==> src/inc/gauge_panel_defs.svh <==
`ifndef GAUGE_PANEL_DEFS_SVH
`define GAUGE_PANEL_DEFS_SVH

// Clock rate and the one-eighth-second tick.
`define CLK_HZ            100000000
`define TICK_MS           125
`define TICK_CYCLES       ((`CLK_HZ / 1000) * `TICK_MS)
// Button hold time and power-up self-check time, in milliseconds.
`define ZERO_HOLD_MS      3000
`define SELF_CHECK_MS     500
`define ZERO_HOLD_TICKS   (`ZERO_HOLD_MS / `TICK_MS)
`define SELF_CHECK_TICKS  (`SELF_CHECK_MS / `TICK_MS)
// Button debounce time in microseconds.
`define DEBOUNCE_US       10000
`define DEBOUNCE_CYCLES   ((`CLK_HZ / 1000000) * `DEBOUNCE_US)
// Pressure band limits in millitorr (32-bit pressure word).
`define P_OVER_HI_MT      32'd1000000
`define P_OVER_LO_MT      32'd800000
`define P_ATM_LO_MT       32'd700000
`define P_ONE_TORR_MT     32'd1000
`define P_CENTI_TORR_MT   32'd10
// Lengths in ticks: 1 s period = 8 ticks, 2 s period = 16 ticks.
`define TICKS_1S          5'd8
`define TICKS_2S          5'd16
`define SHORT_FLASH_TICKS 5'd1
// Menu ring, orientation and baud choices.
`define MENU_PAGES        3'd7
`define ORIENT_STEPS      2'd3
`define BAUD_CHOICES      3'd5

`endif

==> src/inc/gauge_panel_pkg.sv <==
package gauge_panel_pkg;

  typedef enum logic [1:0] {
    LAMP_OFF,
    LAMP_GREEN,
    LAMP_RED,
    LAMP_YELLOW
  } lamp_color_t;

  typedef enum logic [2:0] {
    BAUD_9600,
    BAUD_19200,
    BAUD_38400,
    BAUD_57600,
    BAUD_115200
  } baud_sel_t;

endpackage : gauge_panel_pkg

==> src/inc/panel_tick_if.sv <==
interface panel_tick_if;
  logic       tick;
  logic [4:0] phase;

  modport source (output tick, output phase);
  modport sink   (input tick, input phase);
endinterface : panel_tick_if

==> src/hdl/panel_tick_gen.sv <==
`include "gauge_panel_defs.svh"

module panel_tick_gen #(
  parameter int TICK_CYCLES = `TICK_CYCLES
) (
  input  wire logic        clk_i,
  input  wire logic        rst_n_i,
  panel_tick_if.source     tk
);
  initial begin
    if (TICK_CYCLES < 2) begin
      $error("TICK_CYCLES too small");
    end
  end

  logic [31:0] div;
  logic [31:0] next_div;
  logic [4:0]  phase;
  logic [4:0]  next_phase;
  logic        wrap;

  always_comb begin
    wrap       = (div == 32'(TICK_CYCLES - 1));
    next_div   = wrap ? 32'h0 : div + 32'h1;
    next_phase = wrap ? phase + 5'h1 : phase;
  end

  always_ff @(posedge clk_i) begin
    if (!rst_n_i) begin
      div   <= 32'h0;
      phase <= 5'h0;
    end else begin
      div   <= next_div;
      phase <= next_phase;
    end
  end

  assign tk.tick  = wrap;
  assign tk.phase = phase;
endmodule : panel_tick_gen

==> src/hdl/button_conditioner.sv <==
`include "gauge_panel_defs.svh"

module button_conditioner #(
  parameter int DEBOUNCE_CYCLES = `DEBOUNCE_CYCLES
) (
  input  wire logic clk_i,
  input  wire logic rst_n_i,
  input  wire logic pin_n_i,
  output logic      pressed_o
);
  initial begin
    if (DEBOUNCE_CYCLES < 1) begin
      $error("DEBOUNCE_CYCLES must be positive");
    end
  end

  logic [2:0]  sync;
  logic [31:0] cnt;
  logic [31:0] next_cnt;
  logic        pressed;
  logic        next_pressed;
  logic        agreed;

  always_comb begin
    agreed       = (sync[1] == sync[2]);
    next_cnt     = cnt;
    next_pressed = pressed;
    if (!agreed || (!sync[2]) == pressed) begin
      next_cnt = 32'h0;
    end else if (cnt == 32'(DEBOUNCE_CYCLES - 1)) begin
      next_cnt     = 32'h0;
      next_pressed = !sync[2];
    end else begin
      next_cnt = cnt + 32'h1;
    end
  end

  always_ff @(posedge clk_i) begin
    if (!rst_n_i) begin
      sync    <= 3'h7;
      cnt     <= 32'h0;
      pressed <= 1'b0;
    end else begin
      sync    <= {sync[1:0], pin_n_i};
      cnt     <= next_cnt;
      pressed <= next_pressed;
    end
  end

  assign pressed_o = pressed;
endmodule : button_conditioner

==> src/hdl/gauge_panel.sv <==
`include "gauge_panel_defs.svh"

module gauge_panel #(
  parameter int TICK_CYCLES     = `TICK_CYCLES,
  parameter int DEBOUNCE_CYCLES = `DEBOUNCE_CYCLES,
  parameter int ZERO_HOLD_TICKS = `ZERO_HOLD_TICKS,
  parameter int CHECK_TICKS     = `SELF_CHECK_TICKS
) (
  // Clock and reset.
  input  wire logic                        CLK_I,
  input  wire logic                        RST_N_I,
  // Push-button pin, low while pressed.
  input  wire logic                        BUTTON_N_I,
  input  wire logic                        HAS_DISPLAY_I,
  // Measured state, in millitorr.
  input  wire logic [31:0]                 PRESSURE_I,
  input  wire logic [31:0]                 SETPOINT_HI_I,
  input  wire logic [31:0]                 SETPOINT_LO_I,
  input  wire logic [31:0]                 ZERO_LIMIT_I,
  input  wire logic                        COMM_ERROR_I,
  input  wire logic                        CAL_MODE_I,
  input  wire logic                        ZERO_FORCE_I,
  // Touch-screen events, one-cycle pulses.
  input  wire logic                        MENU_NEXT_I,
  input  wire logic                        ORIENT_PRESS_I,
  input  wire logic                        BAUD_NEXT_I,
  input  wire logic                        SERIAL_SET_I,
  input  wire logic                        SERIAL_DIFF_I,
  input  wire logic                        MENU_ZERO_I,
  input  wire logic                        ZERO_CONFIRM_I,
  input  wire logic                        ZERO_CANCEL_I,
  // Lamps.
  output gauge_panel_pkg::lamp_color_t     STATUS_LAMP_O,
  output gauge_panel_pkg::lamp_color_t     CHAMBER_PRESSURE_LAMP_O,
  // Requests and settings.
  output logic                             ZERO_REQ_O,
  output logic                             ZERO_CONFIRM_WAIT_O,
  output logic                             SERIAL_DIFF_O,
  output logic                             BUS_OPTIONS_O,
  output logic                             READY_O,
  output logic                             SETPOINT_HI_O,
  output logic                             SETPOINT_LO_O,
  output logic [2:0]                       MENU_PAGE_O,
  output logic [1:0]                       ORIENT_O,
  output gauge_panel_pkg::baud_sel_t       BAUD_O
);
  initial begin
    if (ZERO_HOLD_TICKS < 1 || ZERO_HOLD_TICKS > 255 ||
        CHECK_TICKS < 3 || CHECK_TICKS > 255 ||
        DEBOUNCE_CYCLES + 3 >= 2 * TICK_CYCLES) begin
      $error("tick counts out of range");
    end
  end

  typedef enum logic [2:0] {
    ST_CHECK,
    ST_TOGGLE,
    ST_RUN,
    ST_HOLD,
    ST_ADJUST
  } panel_state_t;

  panel_tick_if tk ();

  panel_tick_gen #(
    .TICK_CYCLES (TICK_CYCLES)
  ) u_tick (
    .clk_i   (CLK_I),
    .rst_n_i (RST_N_I),
    .tk      (tk)
  );

  logic pressed;

  button_conditioner #(
    .DEBOUNCE_CYCLES (DEBOUNCE_CYCLES)
  ) u_button (
    .clk_i     (CLK_I),
    .rst_n_i   (RST_N_I),
    .pin_n_i   (BUTTON_N_I),
    .pressed_o (pressed)
  );

  // Sequencer state.
  panel_state_t state;
  panel_state_t next_state;
  logic [7:0]   ticks;
  logic [7:0]   next_ticks;
  logic         zero_req;
  logic         next_zero_req;
  logic         diff;
  logic         next_diff;
  logic         held_at_start;
  logic         next_held_at_start;
  logic         confirm_wait;
  logic         next_confirm_wait;

  always_comb begin
    next_state         = state;
    next_ticks         = ticks;
    next_zero_req      = 1'b0;
    next_diff          = diff;
    next_held_at_start = held_at_start;
    if (SERIAL_SET_I) begin
      next_diff = SERIAL_DIFF_I;
    end
    case (state)
      ST_CHECK: begin
        // Give the debounced level two ticks to settle after reset.
        if (!pressed && ticks > 8'h1) begin
          next_held_at_start = 1'b0;
        end
        if (tk.tick) begin
          if (ticks == 8'(CHECK_TICKS - 1)) begin
            next_ticks = 8'h0;
            if (held_at_start && pressed && !HAS_DISPLAY_I) begin
              next_state = ST_TOGGLE;
              next_diff  = !diff;
            end else begin
              next_state = ST_RUN;
            end
          end else begin
            next_ticks = ticks + 8'h1;
          end
        end
      end
      ST_TOGGLE: begin
        if (!pressed) begin
          next_state = ST_RUN;
        end
      end
      ST_RUN: begin
        next_ticks = 8'h0;
        if (pressed) begin
          next_state = ST_HOLD;
        end
      end
      ST_HOLD: begin
        if (!pressed) begin
          next_state = ST_RUN;
        end else if (tk.tick) begin
          if (ticks == 8'(ZERO_HOLD_TICKS - 1)) begin
            next_state    = ST_ADJUST;
            next_zero_req = 1'b1;
          end else begin
            next_ticks = ticks + 8'h1;
          end
        end
      end
      ST_ADJUST: begin
        if (!pressed) begin
          next_state = ST_RUN;
        end
      end
      default: begin
        next_state = ST_CHECK;
      end
    endcase
    if (MENU_ZERO_I && PRESSURE_I <= ZERO_LIMIT_I) begin
      next_zero_req = 1'b1;
    end
    if (confirm_wait && ZERO_CONFIRM_I) begin
      next_zero_req = 1'b1;
    end
  end

  always_ff @(posedge CLK_I) begin
    if (!RST_N_I) begin
      state         <= ST_CHECK;
      ticks         <= 8'h0;
      zero_req      <= 1'b0;
      diff          <= 1'b0;
      held_at_start <= 1'b1;
    end else begin
      state         <= next_state;
      ticks         <= next_ticks;
      zero_req      <= next_zero_req;
      diff          <= next_diff;
      held_at_start <= next_held_at_start;
    end
  end

  // Touch-screen settings.
  logic [2:0] page;
  logic [2:0] next_page;
  logic [1:0] orient;
  logic [1:0] next_orient;
  logic [2:0] baud;
  logic [2:0] next_baud;

  always_comb begin
    next_confirm_wait = confirm_wait;
    if (MENU_ZERO_I && PRESSURE_I > ZERO_LIMIT_I) begin
      next_confirm_wait = 1'b1;
    end else if (ZERO_CONFIRM_I || ZERO_CANCEL_I) begin
      next_confirm_wait = 1'b0;
    end
    next_page = page;
    if (MENU_NEXT_I) begin
      next_page = (page == `MENU_PAGES - 3'd1) ? 3'h0 : page + 3'h1;
    end
    next_orient = orient;
    if (ORIENT_PRESS_I) begin
      next_orient = orient + 2'h1;
    end
    next_baud = baud;
    if (BAUD_NEXT_I) begin
      next_baud = (baud == `BAUD_CHOICES - 3'd1) ? 3'h0 : baud + 3'h1;
    end
  end

  always_ff @(posedge CLK_I) begin
    if (!RST_N_I) begin
      confirm_wait <= 1'b0;
      page         <= 3'h0;
      orient       <= 2'h0;
      baud         <= 3'(gauge_panel_pkg::BAUD_19200);
    end else begin
      confirm_wait <= next_confirm_wait;
      page         <= next_page;
      orient       <= next_orient;
      baud         <= next_baud;
    end
  end

  // Lamp pattern selection; the shared tick phase keeps pairs aligned.
  gauge_panel_pkg::lamp_color_t next_status;
  gauge_panel_pkg::lamp_color_t next_chamber;
  gauge_panel_pkg::lamp_color_t status_lamp;
  gauge_panel_pkg::lamp_color_t chamber_lamp;
  logic        sp_hi;
  logic        sp_lo;
  logic        half_1s;
  logic        half_2s;
  logic        fast;
  logic [2:0]  duty;
  logic        duty_on;

  always_comb begin
    fast    = tk.phase[0];
    half_1s = tk.phase[2];
    half_2s = tk.phase[3];
    // Eighths of on-time grow with pressure across the band.
    duty    = 3'(PRESSURE_I / (`P_ATM_LO_MT / 32'd8));
    duty_on = ({2'b00, tk.phase[2:0]} <= {2'b00, duty});
    next_status  = gauge_panel_pkg::LAMP_GREEN;
    next_chamber = gauge_panel_pkg::LAMP_GREEN;
    if (state == ST_CHECK) begin
      next_status  = gauge_panel_pkg::LAMP_OFF;
      next_chamber = gauge_panel_pkg::LAMP_OFF;
    end else if (COMM_ERROR_I) begin
      next_status  = half_2s ? gauge_panel_pkg::LAMP_RED
                             : gauge_panel_pkg::LAMP_OFF;
      next_chamber = half_2s ? gauge_panel_pkg::LAMP_OFF
                             : gauge_panel_pkg::LAMP_RED;
    end else if (CAL_MODE_I) begin
      next_status  = half_1s ? gauge_panel_pkg::LAMP_GREEN
                             : gauge_panel_pkg::LAMP_OFF;
      next_chamber = next_status;
    end else if (state == ST_TOGGLE) begin
      next_status  = fast ? gauge_panel_pkg::LAMP_GREEN
                          : gauge_panel_pkg::LAMP_OFF;
      next_chamber = fast ? gauge_panel_pkg::LAMP_OFF
                          : gauge_panel_pkg::LAMP_GREEN;
    end else if (state == ST_ADJUST && ZERO_FORCE_I) begin
      next_status  = fast ? gauge_panel_pkg::LAMP_GREEN
                          : gauge_panel_pkg::LAMP_OFF;
      next_chamber = next_status;
    end else if (state == ST_ADJUST) begin
      next_chamber = fast ? gauge_panel_pkg::LAMP_GREEN
                          : gauge_panel_pkg::LAMP_OFF;
    end else if (PRESSURE_I > `P_OVER_HI_MT) begin
      next_chamber = half_1s ? gauge_panel_pkg::LAMP_YELLOW
                             : gauge_panel_pkg::LAMP_OFF;
    end else if (PRESSURE_I > `P_OVER_LO_MT) begin
      next_chamber = gauge_panel_pkg::LAMP_YELLOW;
    end else if (PRESSURE_I >= `P_ATM_LO_MT) begin
      next_chamber = gauge_panel_pkg::LAMP_GREEN;
    end else if (PRESSURE_I >= `P_ONE_TORR_MT) begin
      next_chamber = duty_on ? gauge_panel_pkg::LAMP_GREEN
                             : gauge_panel_pkg::LAMP_OFF;
    end else if (PRESSURE_I >= `P_CENTI_TORR_MT) begin
      next_chamber = (tk.phase[2:0] == 3'h0) ? gauge_panel_pkg::LAMP_GREEN
                                             : gauge_panel_pkg::LAMP_OFF;
    end else begin
      next_chamber = (tk.phase[3:0] == 4'h0) ? gauge_panel_pkg::LAMP_GREEN
                                             : gauge_panel_pkg::LAMP_OFF;
    end
  end

  always_ff @(posedge CLK_I) begin
    if (!RST_N_I) begin
      status_lamp  <= gauge_panel_pkg::LAMP_OFF;
      chamber_lamp <= gauge_panel_pkg::LAMP_OFF;
      sp_hi        <= 1'b0;
      sp_lo        <= 1'b0;
    end else begin
      status_lamp  <= next_status;
      chamber_lamp <= next_chamber;
      sp_hi        <= (PRESSURE_I > SETPOINT_HI_I);
      sp_lo        <= (PRESSURE_I < SETPOINT_LO_I);
    end
  end

  assign STATUS_LAMP_O           = status_lamp;
  assign CHAMBER_PRESSURE_LAMP_O = chamber_lamp;
  assign ZERO_REQ_O              = zero_req;
  assign ZERO_CONFIRM_WAIT_O     = confirm_wait;
  assign SERIAL_DIFF_O           = diff;
  assign BUS_OPTIONS_O           = diff;
  assign READY_O                 = (state != ST_CHECK);
  assign SETPOINT_HI_O           = sp_hi;
  assign SETPOINT_LO_O           = sp_lo;
  assign MENU_PAGE_O             = page;
  assign ORIENT_O                = orient;
  assign BAUD_O                  = gauge_panel_pkg::baud_sel_t'(baud);
endmodule : gauge_panel

==> config.mk <==
export PLATFORM = sky130hd
export DESIGN_NAME = gauge_panel
export DESIGN_NICKNAME = d
export VERILOG_FILES = /design/src/inc/gauge_panel_pkg.sv /design/src/inc/panel_tick_if.sv /design/src/hdl/panel_tick_gen.sv /design/src/hdl/button_conditioner.sv /design/src/hdl/gauge_panel.sv
export VERILOG_INCLUDE_DIRS = /design/src /design/src/inc
export SDC_FILE = /design/constraint.sdc
export NUM_CORES = 1
export LEC_CHECK = 0
export BUFFER_PORTS_ARGS = -buffer_cell sky130_fd_sc_hd__buf_2
export CAP_MARGIN = 5
export CORE_MARGIN = 3
export CORE_UTILIZATION = 55
export DETAILED_ROUTE_END_ITERATION = 16
export GPL_TIMING_DRIVEN = 0
export HOLD_SLACK_MARGIN = 0.03
export PLACE_DENSITY = 0.74
export RECOVER_POWER = 25
export SYNTH_ARGS = -nofsm -noshare
export SYNTH_HDL_FRONTEND = slang
export SYNTH_SLANG_ARGS = --single-unit
==> constraint.sdc <==
create_clock -name CLK_I -period 41.8 [get_ports CLK_I]
set_input_delay 8.36 -clock CLK_I [delete_from_list [all_inputs] [get_ports CLK_I]]
set_output_delay 8.36 -clock CLK_I [all_outputs]
set_load 0.05 [all_outputs]
* Word-level counts from Yosys, hierarchy flattened
Cells that the tools add are included.
** Storage, ports and cells
- Flip-flop bits (word level) :: 102
- Input bits :: 143
- Output and inout port bits :: 19
- Logic and storage cells :: 141
** Cells by class
- Add/sub/neg operators :: 7
- Div/mod/pow operators :: 1
- Order comparisons :: 11
- Equal/unequal tests :: 21
- Muxes and demuxes :: 53
- Bitwise gates (word level) :: 2
- Reductions and logical operators :: 28
** Operators by type and width (count)
- $add A32 B1 Y32 const B :: 2
- $gt A32 B20 Y1 const B :: 2
- $gt A32 B32 Y1 :: 2
- $mux W8 :: 5
- $div A32 B17 Y32 const B :: 1
- $eq A32 B20 Y1 const B :: 1
- $eq A32 B24 Y1 const B :: 1
- $ge A32 B10 Y1 const B :: 1
- $ge A32 B20 Y1 const B :: 1
- $ge A32 B4 Y1 const B :: 1
- $le A32 B32 Y1 :: 1
- $lt A32 B32 Y1 :: 1
- $mux W3 :: 9
- $mux W1 :: 25
- $mux W2 :: 12
- $pmux W8 S3 :: 1
- $pmux W3 S4 :: 1
- $ne A2 B2 Y1 const B :: 5
- $eq A3 B3 Y1 const B :: 3
- $add A8 B1 Y8 const B :: 1
- $eq A8 B2 Y1 const B :: 1
- $eq A8 B5 Y1 const B :: 1
- $gt A8 B1 Y1 const B :: 1
- $logic_and A1 B1 Y1 :: 7
- 21 further kinds :: 37

* Depth between registers and ports, before layout
Gate-level depths: netlist (run 1).
- Depth in word-level cells :: 12
- Mapped depth :: 94
- Mapped depth without buffers :: 75

* Cells and area by module
Synthesis (run 1) repeated with hierarchy kept, for this count alone.
** Second synthesis, totals
- Cells, all modules :: 2747
- Area, all modules :: 19840.3 sq um
** By module, submodules not included
- gauge_panel :: times used 1, cells an instance 2361, area an instance 16429.5 sq um, sequential area each 580.6 sq um
- panel_tick_gen :: times used 1, cells an instance 199, area an instance 1736.7 sq um, sequential area each 740.7 sq um
- button_conditioner :: times used 1, cells an instance 187, area an instance 1674.1 sq um, sequential area each 720.7 sq um

* Least setup slack after synthesis (run 1)
OpenSTA, ideal clock, no wires.
- Path type :: input-to-reg
- Start :: in PRESSURE_I[26]
- End :: reg chamber_lamp[0] (netlist: CHAMBER_PRESSURE_LAMP_O[0])
- Library setup time :: 0.092 ns
- Arrival time :: 26.482 ns
- Data required time :: 41.708 ns
- Path slack :: 15.226 ns
- Stages on the path :: 83
- Path buffers :: 10
- Cells stage by stage :: buf_4 > a211o_1 > nor2_2 > a21oi_2 > o211a_1 > o41a_1 > buf_2 > a22o_1 > buf_4 > o2111ai_2 > or3b_4 > nor3_2 > o211ai_1 > clkbuf_1 > a31oi_1 > nand2_1 > o31ai_1 > a211o_1 > [... 47 more ...] > nand4b_1 > o2111ai_2 > a21oi_4 > or4_1 > nand3_1 > a21oi_1 > o21ai_1 > a21oi_1 > o2111ai_1 > ha_1 > nor2b_1 > o21a_1 > o21ai_0 > o21ai_0 > a31oi_1 > a221o_1 > a21oi_1 > nor4_1
** Between the ends
- Longest elaborated chain between the ends :: 12
- Elaborated cells between the ends (all ways) :: 18
- Classes of those cells :: div: 1; order compare: 6; mux: 11
** Ends and longest elaborated chain
- start: declaration :: line gauge_panel.sv:16 : input wire logic [31:0] PRESSURE_I,
- $div A32 B17 Y32 :: line gauge_panel.sv:244 : duty = 3'(PRESSURE_I / (`P_ATM_LO_MT / 32'd8));
- $le A3 B3 Y1 :: line gauge_panel.sv:245 : duty_on = ({2'b00, tk.phase[2:0]} <= {2'b00, duty});
- $mux W1 :: line gauge_panel.sv:280 : next_chamber = duty_on ? gauge_panel_pkg::LAMP_GREEN
- $mux W1 :: line gauge_panel.sv:279 : end else if (PRESSURE_I >= `P_ONE_TORR_MT) begin
- $mux W1 :: line gauge_panel.sv:277 : end else if (PRESSURE_I >= `P_ATM_LO_MT) begin
- $mux W2 :: line gauge_panel.sv:275 : end else if (PRESSURE_I > `P_OVER_LO_MT) begin
- $mux W2 * :: line gauge_panel.sv:272 : end else if (PRESSURE_I > `P_OVER_HI_MT) begin
- $mux W2 * :: line gauge_panel.sv:269 : end else if (state == ST_ADJUST) begin
- $mux W2 * :: line gauge_panel.sv:265 : end else if (state == ST_ADJUST && ZERO_FORCE_I) begin
- $mux W2 * :: line gauge_panel.sv:260 : end else if (state == ST_TOGGLE) begin
- $mux W2 * :: line gauge_panel.sv:256 : end else if (CAL_MODE_I) begin
- $mux W2 * :: line gauge_panel.sv:251 : end else if (COMM_ERROR_I) begin
- end signal: assignment :: line gauge_panel.sv:294 : chamber_lamp <= gauge_panel_pkg::LAMP_OFF;
- end signal: assignment :: line gauge_panel.sv:299 : chamber_lamp <= next_chamber;
- end: declaration :: line gauge_panel.sv:230 : gauge_panel_pkg::lamp_color_t chamber_lamp;
Mark *: on every way between the ends. The rest lies on a longest branch, timed or not.
A chain may end at the register's enable or synchronous reset.

* Worst setup path after layout (run 1)
- Start :: in PRESSURE_I[19]
- End :: reg chamber_lamp[0] (netlist: CHAMBER_PRESSURE_LAMP_O[0])
Same word-level chain as after synthesis.

==> key figures, run 1 <==
GRT
  • GR Util All Layers: 32.50%
  • First-pass GRT wire length: 99.64 mm
  • Grt total ovfl: 0
  • Largest net degree at the start of global routing: 16
  • Initial antenna violation count: 0
  • Vias in the first global route: 19,622

Synth
  • Most common cell in the netlist: nor2_1
  • Cell variety after synth: 126
  • Number of synthesis warnings: 0
  • Synth top area cells: dfxtp_1 (11%), ha_1 (7.1%), xnor2_1 (6.3%)
  • Yosys top cell area share: 10.77%
  • Sequential share of the synthesized area: 10.77%
  • Syn Std Cell Area: about 19,000 µm²
  • Synthesized area per cell: ~7.0 µm²
  • Ys async rst share: 0%
  • Cells after synthesis: between 2,000 and 3,000
  • Yosys top cell by area: dfxtp_1
  • Post-synth EDFFs: 0
  • Top FF cell, synth: dfxtp_1
  • Post-Syn Nets: 2,950
  • Commonest cells in the netlist: nor2_1 (302), nand2_1 (232), a21oi_1 (177), inv_1 (154), xnor2_1 (136)
  • Seq cells post-synth: 101

Cells and area
  • Fin util: about three fifths
  • # nets final: 3,122
  • Non-Filler Instances: approximately 3,300
  • Filler instances: 3,243
  • Area grow syn2layout: 8.690%
  • Share of layout cells above drive strength 1: between 10% and 20%
  • Ant diodes: 0
  • Multi-input gate area: around 16,000 µm²
  • Register area: about 2000 µm²

Timing
  • Transition time of the tightest slew-check pin: around 1.3 ns
  • Worst Clk Skew: 0.009397 ns
  • Min Tclk post-route: 31.34 ns
  • Hold Fails Final Rpt: 0
  • Final slew viol count: 0
  • RSZ-0062 raised after global routing: no
  • Final Setup Violations: 0
  • Max_slew headroom: 9.784%
  • Tcrit/Tclk final: 74.98%
  • Worst setup margin: 10.46 ns
  • Setup tns final: 0 ns
  • Fmax: 0.03191 GHz

Clock tree
  • # hold bufs at CTS: 0
  • Clk slew on worst S/H paths: ~0.070 ns
  • Post-CTS setup buffer count: 0
  • CTS Buf Count: 9
  • Post-CTS resize count: 0
  • CTS root buffer: clkbuf_16
  • Maximum root-to-sink buffer count: 2
  • H-tree Lvls: 3
  • Clk Latency, worst-skew pair: 0.34 ns
  • TritonCTS clock tree: yes
  • CTS Sinks: roughly 100

Drt
  • First-pass iteration count of the detailed router: 6
  • Met3 routed wirelength: 5.239 mm
  • DRC viols: 0
  • Via count: 21,603
  • 1st-iter DRT viols: 2,150
  • WL met2: between 20 and 30 mm
  • Wire length on met1: approximately 27 mm
  • ANT nets after route: 0
  • Wirelength per Cell: 18.62 µm
  • Highest metal used: met4
  • Wirelength, routed: between 60 and 70 mm
  • Vias/cell: 6.501

Floorplanning
  • Die ar.: 36,390 µm²
  • Height of the die: 190.8 µm
  • Initial cell density of the core: 55.85%
  • Die width: 190.8 µm
  • Num ports: roughly 160
  • Core Area: 33,620 µm²
  • Std-Cell Rows: 67

Place
  • DP HPWL: 50.36 mm
  • Port buffer count: 160
  • Pre-CTS setup slack: 11.10 ns
  • Gp weighted congestion: 0.9574
  • # placed instances: about 3,300

Critical path
  • Critical path required time: 42.05 ns
  • CP endpoint kind: flip-flop
  • CP most frequent cell: a21oi_1
  • Crit path kind: in -> reg
  • Slowest stage cell, crit path: o311ai_0
  • Worst Path Arrival: 31.59 ns
  • Max Fanout on Critical Path: 10
  • Worst stage delay on the critical path: 0.96 ns
  • Setup crit start kind: input port

Outcome
  • Status: finished, final reports clean

Hold path
  • Hold WC Path Type: reg -> reg

Flow run
  • Max Cap Violations: 0
==> final timing paths <==
check	startpoint	end	slack [ns]	cells after the start
setup / recovery	PRESSURE_I[19]	CHAMBER_PRESSURE_LAMP_O[0]$_SDFF_PP0_	10.46	85
hold / removal	u_button.sync[0]$_SDFF_PN1_	u_button.sync[1]$_SDFF_PN1_	0.42	1
setup reg to reg	u_tick.div[28]$_SDFF_PP0_	ticks[7]$_SDFFE_PN0P_	38.71	12
hold reg to reg	u_button.sync[0]$_SDFF_PN1_	u_button.sync[1]$_SDFF_PN1_	0.42	1
==> flip-flops by register name (all words and copies together) (netlist names), 2 cells and up <==
register	count
u_button.sync	3
BAUD_O	3
u_button.cnt	32
u_tick.div	32
STATUS_LAMP_O	2
ORIENT_O	2
MENU_PAGE_O	3
state	3
ticks	8
CHAMBER_PRESSURE_LAMP_O	2
u_tick.tk.phase	4
==> cell type report <==
type | count | area share (%)
inverters | 159 | 2.925
well taps | 448 | 2.747
clock inverters | 3 | 0.1042
flip-flops and latches | 101 | 9.908
clock buffers | 11 | 1.239
multi-input cells | 2319 | 76.30
plain buffers | 121 | 2.869
repair buffers | 161 | 3.906
==> routing by layer <==
metal / global-route usage (%) / up-vias
li1: - / 10349
met4: 8.157 / 0
met2: 52.68 / 1038
met1: 45.84 / 10111
met5: 0 / -
met3: 3.860 / 105
==> cells by family (layout without fill, tap and decap cells) <==
kind of cell	Yosys count	in the layout	share of synthesized area [%]
buffers and inverters	280	455	6.297
flip-flops	101	101	10.77
multiplexers	80	80	4.551
AO/OA/AOI/OAI	800	800	30.81
XOR/XNOR	217	217	10.62
AND/OR/NAND/NOR	1114	1114	29.76
adder cells (fa/ha/maj)	108	108	7.184
==> placed cells by master (no fill, tap or decap), types with 70 or more instances in the layout <==
cell type / instances
nor3_1: 90
xor2_1: 70
nand2_1: 232
clkbuf_1: 80
xnor2_1: 136
a21oi_1: 177
o21ai_0: 122
nor2_1: 302
nand3_1: 105
dfxtp_1: 101
buf_2: 180
ha_1: 107
inv_1: 154
==> metrics by stage <==
step	instance area [µm²]	hold WS, ns
after floorplan	18780	0.3863
after global placement	20140	0.3890
after detailed placement	20140	0.4069
after CTS	20410	0.4216
after global routing	20410	0.4601
final	20410	0.4161
==> worst max-delay path: cells and delay by family <==
family / cells / cell delay, ns
AO/OA/AOI/OAI: 52 / 14.84
AND/OR/NAND/NOR: 13 / 3.03
buffers and inverters: 16 / 3.94
adder cells (fa/ha/maj): 1 / 0.22
XOR/XNOR: 2 / 0.98
multiplexers: 1 / 0.19
Power of run 1 is not shown: default switching activity piles up to over one toggle a cycle in this logic, so the estimate is an artifact.
==> inputs of run 2 (changes only) <==
--- a/config.mk
+++ b/config.mk
@@ -13,7 +13,7 @@
 export DETAILED_ROUTE_END_ITERATION = 16
 export GPL_TIMING_DRIVEN = 0
 export HOLD_SLACK_MARGIN = 0.03
-export PLACE_DENSITY = 0.74
+export PLACE_DENSITY = 0.77
 export RECOVER_POWER = 25
 export SYNTH_ARGS = -nofsm -noshare
 export SYNTH_HDL_FRONTEND = slang
==> constraint.sdc (replaced) <==
create_clock -name CLK_I -period 28 [get_ports CLK_I]
set_input_delay 5.6 -clock CLK_I [delete_from_list [all_inputs] [get_ports CLK_I]]
set_output_delay 5.6 -clock CLK_I [all_outputs]
set_load 0.05 [all_outputs]
==> run 2 against run 1 <==
Core utilization increased by 1.5 points; first-iteration DRC count decreased by 16%; clock skew decreased by 0.0026 ns; die area unchanged; critical path depth decreased by 1; sequential cell count unchanged; via count about the same; final cell count increased by 0.45%; global-route usage increased by 0.50 points; count of clock-buffer cells in the layout decreased by 1; critical path type unchanged; critical endpoint unchanged; largest cell class unchanged.
==> key figures, run 2 (synthesis gave the netlist of run 1 again) <==
GRT
  • First-pass GRT wire length: 101.1 mm (was 99.64 mm)
  • Largest net degree at the start of global routing: 18 (was 16)
  • Vias in the first global route: 20,374 (was 19,622)
  • GR Util All Layers: 33.00% (was 32.50%)
  • Initial antenna violation count: 2 (was 0)
  • Grt total ovfl: 0 (unchanged)

Place
  • Placed cell area: 20,140 µm² (unchanged)
  • Port buffer count: 160 (unchanged)
  • Gp weighted congestion: 0.9762 (was 0.9574)
  • DP HPWL: 51.06 mm (was 50.36 mm)

Clock tree
  • Clk slew on worst S/H paths: 0.07 ns (about the same)
  • CTS Buf Count: 9 (unchanged)
  • CTS Sinks: 101 (unchanged)
  • CTS root buffer: clkbuf_16 (unchanged)
  • Clk Latency, worst-skew pair: 0.34 ns (about the same)
  • # hold bufs at CTS: 0 (unchanged)
  • Maximum root-to-sink buffer count: 2 (unchanged)
  • H-tree Lvls: 3 (unchanged)
  • TritonCTS clock tree: yes (unchanged)

Critical path
  • Critical path required time: 28.22 ns (was 42.05 ns)
  • Worst Path Arrival: 27.16 ns (was 31.59 ns)
  • Crit path kind: in -> reg (unchanged)
  • Reg2reg setup slack: 24.82 ns (was 38.71 ns)
  • Max Fanout on Critical Path: 10 (unchanged)
  • CP endpoint kind: flip-flop (unchanged)
  • Worst stage delay on the critical path: 0.58 ns (was 0.96 ns)
  • Slowest stage cell, crit path: or4_1 (was o311ai_0)
  • Setup crit start kind: input port (unchanged)

Floorplanning
  • Core Area: 33,620 µm² (unchanged)
  • Height of the die: 190.8 µm (unchanged)
  • Num ports: 162 (unchanged)
  • Die ar.: 36,390 µm² (unchanged)
  • Initial cell density of the core: 55.85% (unchanged)
  • Std-Cell Rows: 67 (unchanged)
  • Die width: 190.8 µm (unchanged)

Cells and area
  • # nets final: 3,135 (was 3,122)
  • Ant diodes: 0 (unchanged)
  • Commonest cells after routing, fill and taps aside: nor2_1 (300), nand2_1 (230), buf_2 (188), a21oi_1 (173), inv_1 (154) (was nor2_1 (302), nand2_1 (232), buf_2 (180), a21oi_1 (177), inv_1 (154))
  • Largest regs: u_button.cnt (32), u_tick.div (32), ticks (8) (unchanged)
  • Area grow syn2layout: 11.42% (was 8.690%)
  • Commonest non-fill, non-tap cell in the layout: nor2_1 (unchanged)
  • Cell area after layout: 20,920 µm² (was 20,410 µm²)
  • Share of layout cells above drive strength 1: 14.26% (was 11.44%)

Drt
  • DRC viols: 0 (unchanged)
  • First-pass iteration count of the detailed router: 7 (was 6)
  • Wirelength per Cell: 19.03 µm (was 18.62 µm)
  • 1st-iter DRT viols: 1,807 (was 2,150)
  • Via count: 21,600 (was 21,603)
  • Wirelength, routed: 63.53 mm (was 61.88 mm)
  • Vias/cell: 6.471 (was 6.501)
  • ANT nets after route: 0 (unchanged)

Timing
  • Tcrit/Tclk final: 96.18%
  • Setup tns final: 0 ns (unchanged)
  • Worst Clk Skew: 0.006756 ns (was 0.009397 ns)
  • Hold Fails Final Rpt: 0 (unchanged)
  • Final slew viol count: 0 (unchanged)
  • Fmax: 0.03713 GHz
  • Min Tclk post-route: approximately 27 ns
  • Worst hold slack: 0.4225 ns (was 0.4161 ns)
  • Transition time of the tightest slew-check pin: 1.030 ns (was 1.332 ns)
  • Final Setup Violations: 0 (unchanged)
  • Max_slew headroom: 29.52% (was 9.784%)

Outcome
  • Status: finished, final reports clean (unchanged)

Flow run
  • Max Cap Violations: 0 (unchanged)

Hold path
  • Hold WC Path Type: reg -> reg (unchanged)
[run 2: cell count changes in the layout (fill, tap and decap cells not counted), sizes merged]
| cell | delta |
|---|---|
| inv | +1 |
| buf | +21 |
| clkinv | +1 |
| bufinv | +1 |
| clkbuf | -9 |
[run 2: layout make-up]
cell class / instances / area (µm²)
Clock inverter: 6 / 68.82
Multi-Input combinational cell: 2319 / 15930
Timing Repair Buffer: 174 / 903.4
Inverter: 159 / 596.8
Tap cell: 448 / 560.5
Clock buffer: 10 / 239.0
Sequential cell: 101 / 2022
Fill cell: 3128 / 12700
Buffer: 121 / 595.6
[run 2: critical path: cells and delay by family]
kind                       cells  cell delay (ns)
AOI/OAI and AO/OA             43            11.37
muxes                          2             0.68
xor gates and xnor gates       2             0.42
and+or+nand+nor               23             5.59
buffers and inverters         13             3.20
adders and majority gates      1             0.20
[run 2: layer usage]
layer  global-route usage, %  vias up  routed length (µm)
li1                        -    10380                   -
met1                   39.61    10042               25470
met2                   58.40      979               30280
met3                   4.522      195                4541
met4                   14.87        4                3204
met5                       0        -                  34
[run 2: per-stage QoR]
| stage | setup slack [ns] | instances | utilization [%] |
|---|---|---|---|
| after global placement | -0.2154 | 3308 | 59.90 |
| after detailed placement | -0.4664 | 3308 | 59.90 |
| after CTS | 0.03585 | 3324 | 60.87 |
| after floorplan | 4.186 | 2700 | - |
| after global routing | -0.01609 | 3338 | 62.23 |
| final | 1.069 | 3338 | 62.23 |
[run 2: timing repair]
action | CTS | global route
setup buffers | 0 | 14
pin swaps | 0 | 8
gates resized for setup | 5 | 75
setup endpoints to repair | 1 | 1
[run 2: path summary, 6_finish.rpt]
| kind | cells after the start | startpoint | end |
|---|---|---|---|
| worst min-delay path | 1 | u_button.sync[0]$_SDFF_PN1_ | u_button.sync[1]$_SDFF_PN1_ |
| worst max-delay path | 84 | PRESSURE_I[19] | CHAMBER_PRESSURE_LAMP_O[0]$_SDFF_PP0_ |
| worst max register to register | 12 | u_tick.div[0]$_SDFF_PP0_ | ticks[7]$_SDFFE_PN0P_ |
| worst min register to register | 1 | u_button.sync[0]$_SDFF_PN1_ | u_button.sync[1]$_SDFF_PN1_ |
Power of run 2 is left out for the same reason.
==> inputs of run 3 (changes only) <==
--- a/config.mk
+++ b/config.mk
@@ -8,12 +8,11 @@
 export LEC_CHECK = 0
 export BUFFER_PORTS_ARGS = -buffer_cell sky130_fd_sc_hd__buf_2
 export CAP_MARGIN = 5
-export CORE_MARGIN = 3
-export CORE_UTILIZATION = 55
+export CORE_UTILIZATION = 57
 export DETAILED_ROUTE_END_ITERATION = 16
 export GPL_TIMING_DRIVEN = 0
 export HOLD_SLACK_MARGIN = 0.03
-export PLACE_DENSITY = 0.77
+export PLACE_DENSITY = 0.8
 export RECOVER_POWER = 25
 export SYNTH_ARGS = -nofsm -noshare
 export SYNTH_HDL_FRONTEND = slang
==> run 3 against run 2 <==
Critical path depth is the same; count of clock-buffer cells in the layout up 1; clock skew about the same; fmax is 0.51% lower; global-route usage rose by 2.2 points; final area shrank 0.53%; wire length shrank 2.1%.
==> key figures, run 3 (synthesis gave the netlist of run 1 again) <==
Hold path
  • HP Start: u_button.sync[0]$_SDFF_PN1_ (unchanged)
  • Hold depth: 1 (unchanged)
  • Worst Hold End: u_button.sync[1]$_SDFF_PN1_ (unchanged)
  • Hold WC Path Type: reg -> reg (unchanged)

Clock tree
  • Maximum root-to-sink buffer count: 2 (unchanged)
  • Clk slew on worst S/H paths: 0.07 ns (about the same)
  • H-tree Lvls: 3 (unchanged)
  • CTS Sinks: 101 (unchanged)
  • Clk Latency, worst-skew pair: 0.34 ns (about the same)
  • CTS root buffer: clkbuf_16 (unchanged)
  • CTS Buf Count: 9 (unchanged)
  • TritonCTS clock tree: yes (unchanged)
  • # hold bufs at CTS: 0 (unchanged)

Floorplanning
  • Core Area: 32,450 µm² (was 33,620 µm²)
  • Num ports: 162 (unchanged)
  • Die width: 183.5 µm (was 190.8 µm)
  • Initial cell density of the core: 57.85% (was 55.85%)
  • Std-Cell Rows: 66 (was 67)
  • Height of the die: 183.5 µm (was 190.8 µm)
  • Die ar.: 33,670 µm² (was 36,390 µm²)

Timing
  • Fmax: 0.03694 GHz (was 0.03713 GHz)
  • Tcrit/Tclk final: 96.68% (was 96.18%)
  • Max_slew headroom: 9.256% (was 29.52%)
  • Hold Fails Final Rpt: 0 (unchanged)
  • Worst Clk Skew: 0.006548 ns (was 0.006756 ns)
  • Setup tns final: 0 ns (unchanged)
  • Transition time of the tightest slew-check pin: 1.340 ns (was 1.030 ns)
  • Final slew viol count: 0 (unchanged)
  • Final Setup Violations: 0 (unchanged)
  • Worst setup margin: 0.9309 ns (was 1.069 ns)
  • Min Tclk post-route: 27.07 ns (was 26.93 ns)

Drt
  • ANT nets after route: 0 (unchanged)
  • First-pass iteration count of the detailed router: 6 (was 7)
  • Wirelength per Cell: 18.68 µm (was 19.03 µm)
  • DRC viols: 0 (unchanged)
  • Via count: 21,908 (was 21,600)
  • 1st-iter DRT viols: 1,971 (was 1,807)
  • Wirelength, routed: 62.19 mm (was 63.53 mm)
  • Vias/cell: 6.579 (was 6.471)

Place
  • Gp weighted congestion: 1.012 (was 0.9762)
  • Port buffer count: 160 (unchanged)
  • DP HPWL: 50.13 mm (was 51.06 mm)
  • Pre-CTS setup slack: -0.3685 ns (was -0.4664 ns)

GRT
  • Vias in the first global route: 19,984 (was 20,374)
  • First-pass GRT wire length: 98.61 mm (was 101.1 mm)
  • Grt total ovfl: 0 (unchanged)
  • GR Util All Layers: 35.23% (was 33.00%)
  • Largest net degree at the start of global routing: 17 (was 18)
  • Initial antenna violation count: 2 (unchanged)

Cells and area
  • Commonest cells after routing, fill and taps aside: nor2_1 (300), nand2_1 (232), buf_2 (187), a21oi_1 (172), inv_1 (154) (was nor2_1 (300), nand2_1 (230), buf_2 (188), a21oi_1 (173), inv_1 (154))
  • Share of layout cells above drive strength 1: 13.68% (was 14.26%)
  • Filler instances: 2,931 (was 3,128)
  • Commonest non-fill, non-tap cell in the layout: nor2_1 (unchanged)
  • Area grow syn2layout: 10.82% (was 11.42%)
  • Ant diodes: 0 (unchanged)
  • Largest regs: u_button.cnt (32), u_tick.div (32), ticks (8) (unchanged)
  • # nets final: 3,133 (was 3,135)

Critical path
  • Setup crit start kind: input port (unchanged)
  • R2R depth: 13 (was 12)
  • Critical path required time: 28.23 ns (was 28.22 ns)
  • Max Fanout on Critical Path: 10 (unchanged)
  • CP most frequent cell: buf_2
  • Reg2reg setup slack: 24.89 ns (was 24.82 ns)
  • Crit path kind: in -> reg (unchanged)
  • Slowest stage cell, crit path: o311ai_1 (was or4_1)
  • RR Startpoint: u_tick.div[28]$_SDFF_PP0_ (was u_tick.div[0]$_SDFF_PP0_)
  • CP endpoint kind: flip-flop (unchanged)
  • Worst stage delay on the critical path: 0.69 ns (was 0.58 ns)
  • Worst Path Arrival: 27.30 ns (was 27.16 ns)
  • RR Endpoint: ticks[7]$_SDFFE_PN0P_ (unchanged)

Flow run
  • Max Cap Violations: 0 (unchanged)

Outcome
  • Status: finished, final reports clean (unchanged)
## run 3: final cells by class
| class | count | area [µm²] | area share, % |
|---|---|---|---|
| multi-input cells | 2319 | 15840 | 76.11 |
| clock buffers | 11 | 252.7 | 1.215 |
| inverters | 159 | 596.8 | 2.868 |
| plain buffers | 120 | 591.8 | 2.844 |
| well taps | 442 | 553.0 | 2.658 |
| clock inverters | 5 | 58.81 | 0.2826 |
| flip-flops and latches | 101 | 2022 | 9.717 |
| repair buffers | 173 | 895.9 | 4.305 |
## run 3: through the flow
stage	cell area, µm²	utilization, %	cells	hold slack, ns
final	20810	64.11	3330	0.4227
after global routing	20810	64.11	3330	0.4516
after CTS	20440	63.00	3318	0.4232
after detailed placement	20130	62.02	3302	0.4029
after global placement	20130	62.02	3302	0.3892
after floorplan	18780	-	2700	0.3863
## run 3: how the worst max path moves through the flow
stage / start / endpoint / slack (ns)
final: PRESSURE_I[27] / CHAMBER_PRESSURE_LAMP_O[0]$_SDFF_PP0_ / 0.93
after global routing: PRESSURE_I[27] / CHAMBER_PRESSURE_LAMP_O[0]$_SDFF_PP0_ / -0.04
after CTS: PRESSURE_I[27] / CHAMBER_PRESSURE_LAMP_O[0]$_SDFF_PP0_ / 0.004
after detailed placement: PRESSURE_I[27] / CHAMBER_PRESSURE_LAMP_O[0]$_SDFF_PP0_ / -0.37
after global placement: PRESSURE_I[27] / CHAMBER_PRESSURE_LAMP_O[0]$_SDFF_PP0_ / -0.02
after floorplan: PRESSURE_I[26] / CHAMBER_PRESSURE_LAMP_O[0]$_SDFF_PP0_ / 4.19
## run 3: worst max-delay path, delay by kind of cell
kind	cells	cell delay, ns
AOI/OAI and AO/OA	42	11.27
adders and majority gates	1	0.22
muxes	3	0.71
xor gates and xnor gates	1	0.39
buffers and inverters	14	3.12
and+or+nand+nor	23	5.92
## run 3: timing repair
action | in CTS | in global routing
setup buffers | 0 | 12
endpoints found under the setup margin | 1 | 1
pin swaps | 0 | 8
resized for setup | 2 | 63
## run 3: routing by layer
metal	global-route usage, %	share of wire (%)
met3	6.161	9.0
met1	45.25	42
met5	0	0.037
met4	12.00	3.3
met2	59.14	46
Power of run 3 is left out for the same reason.
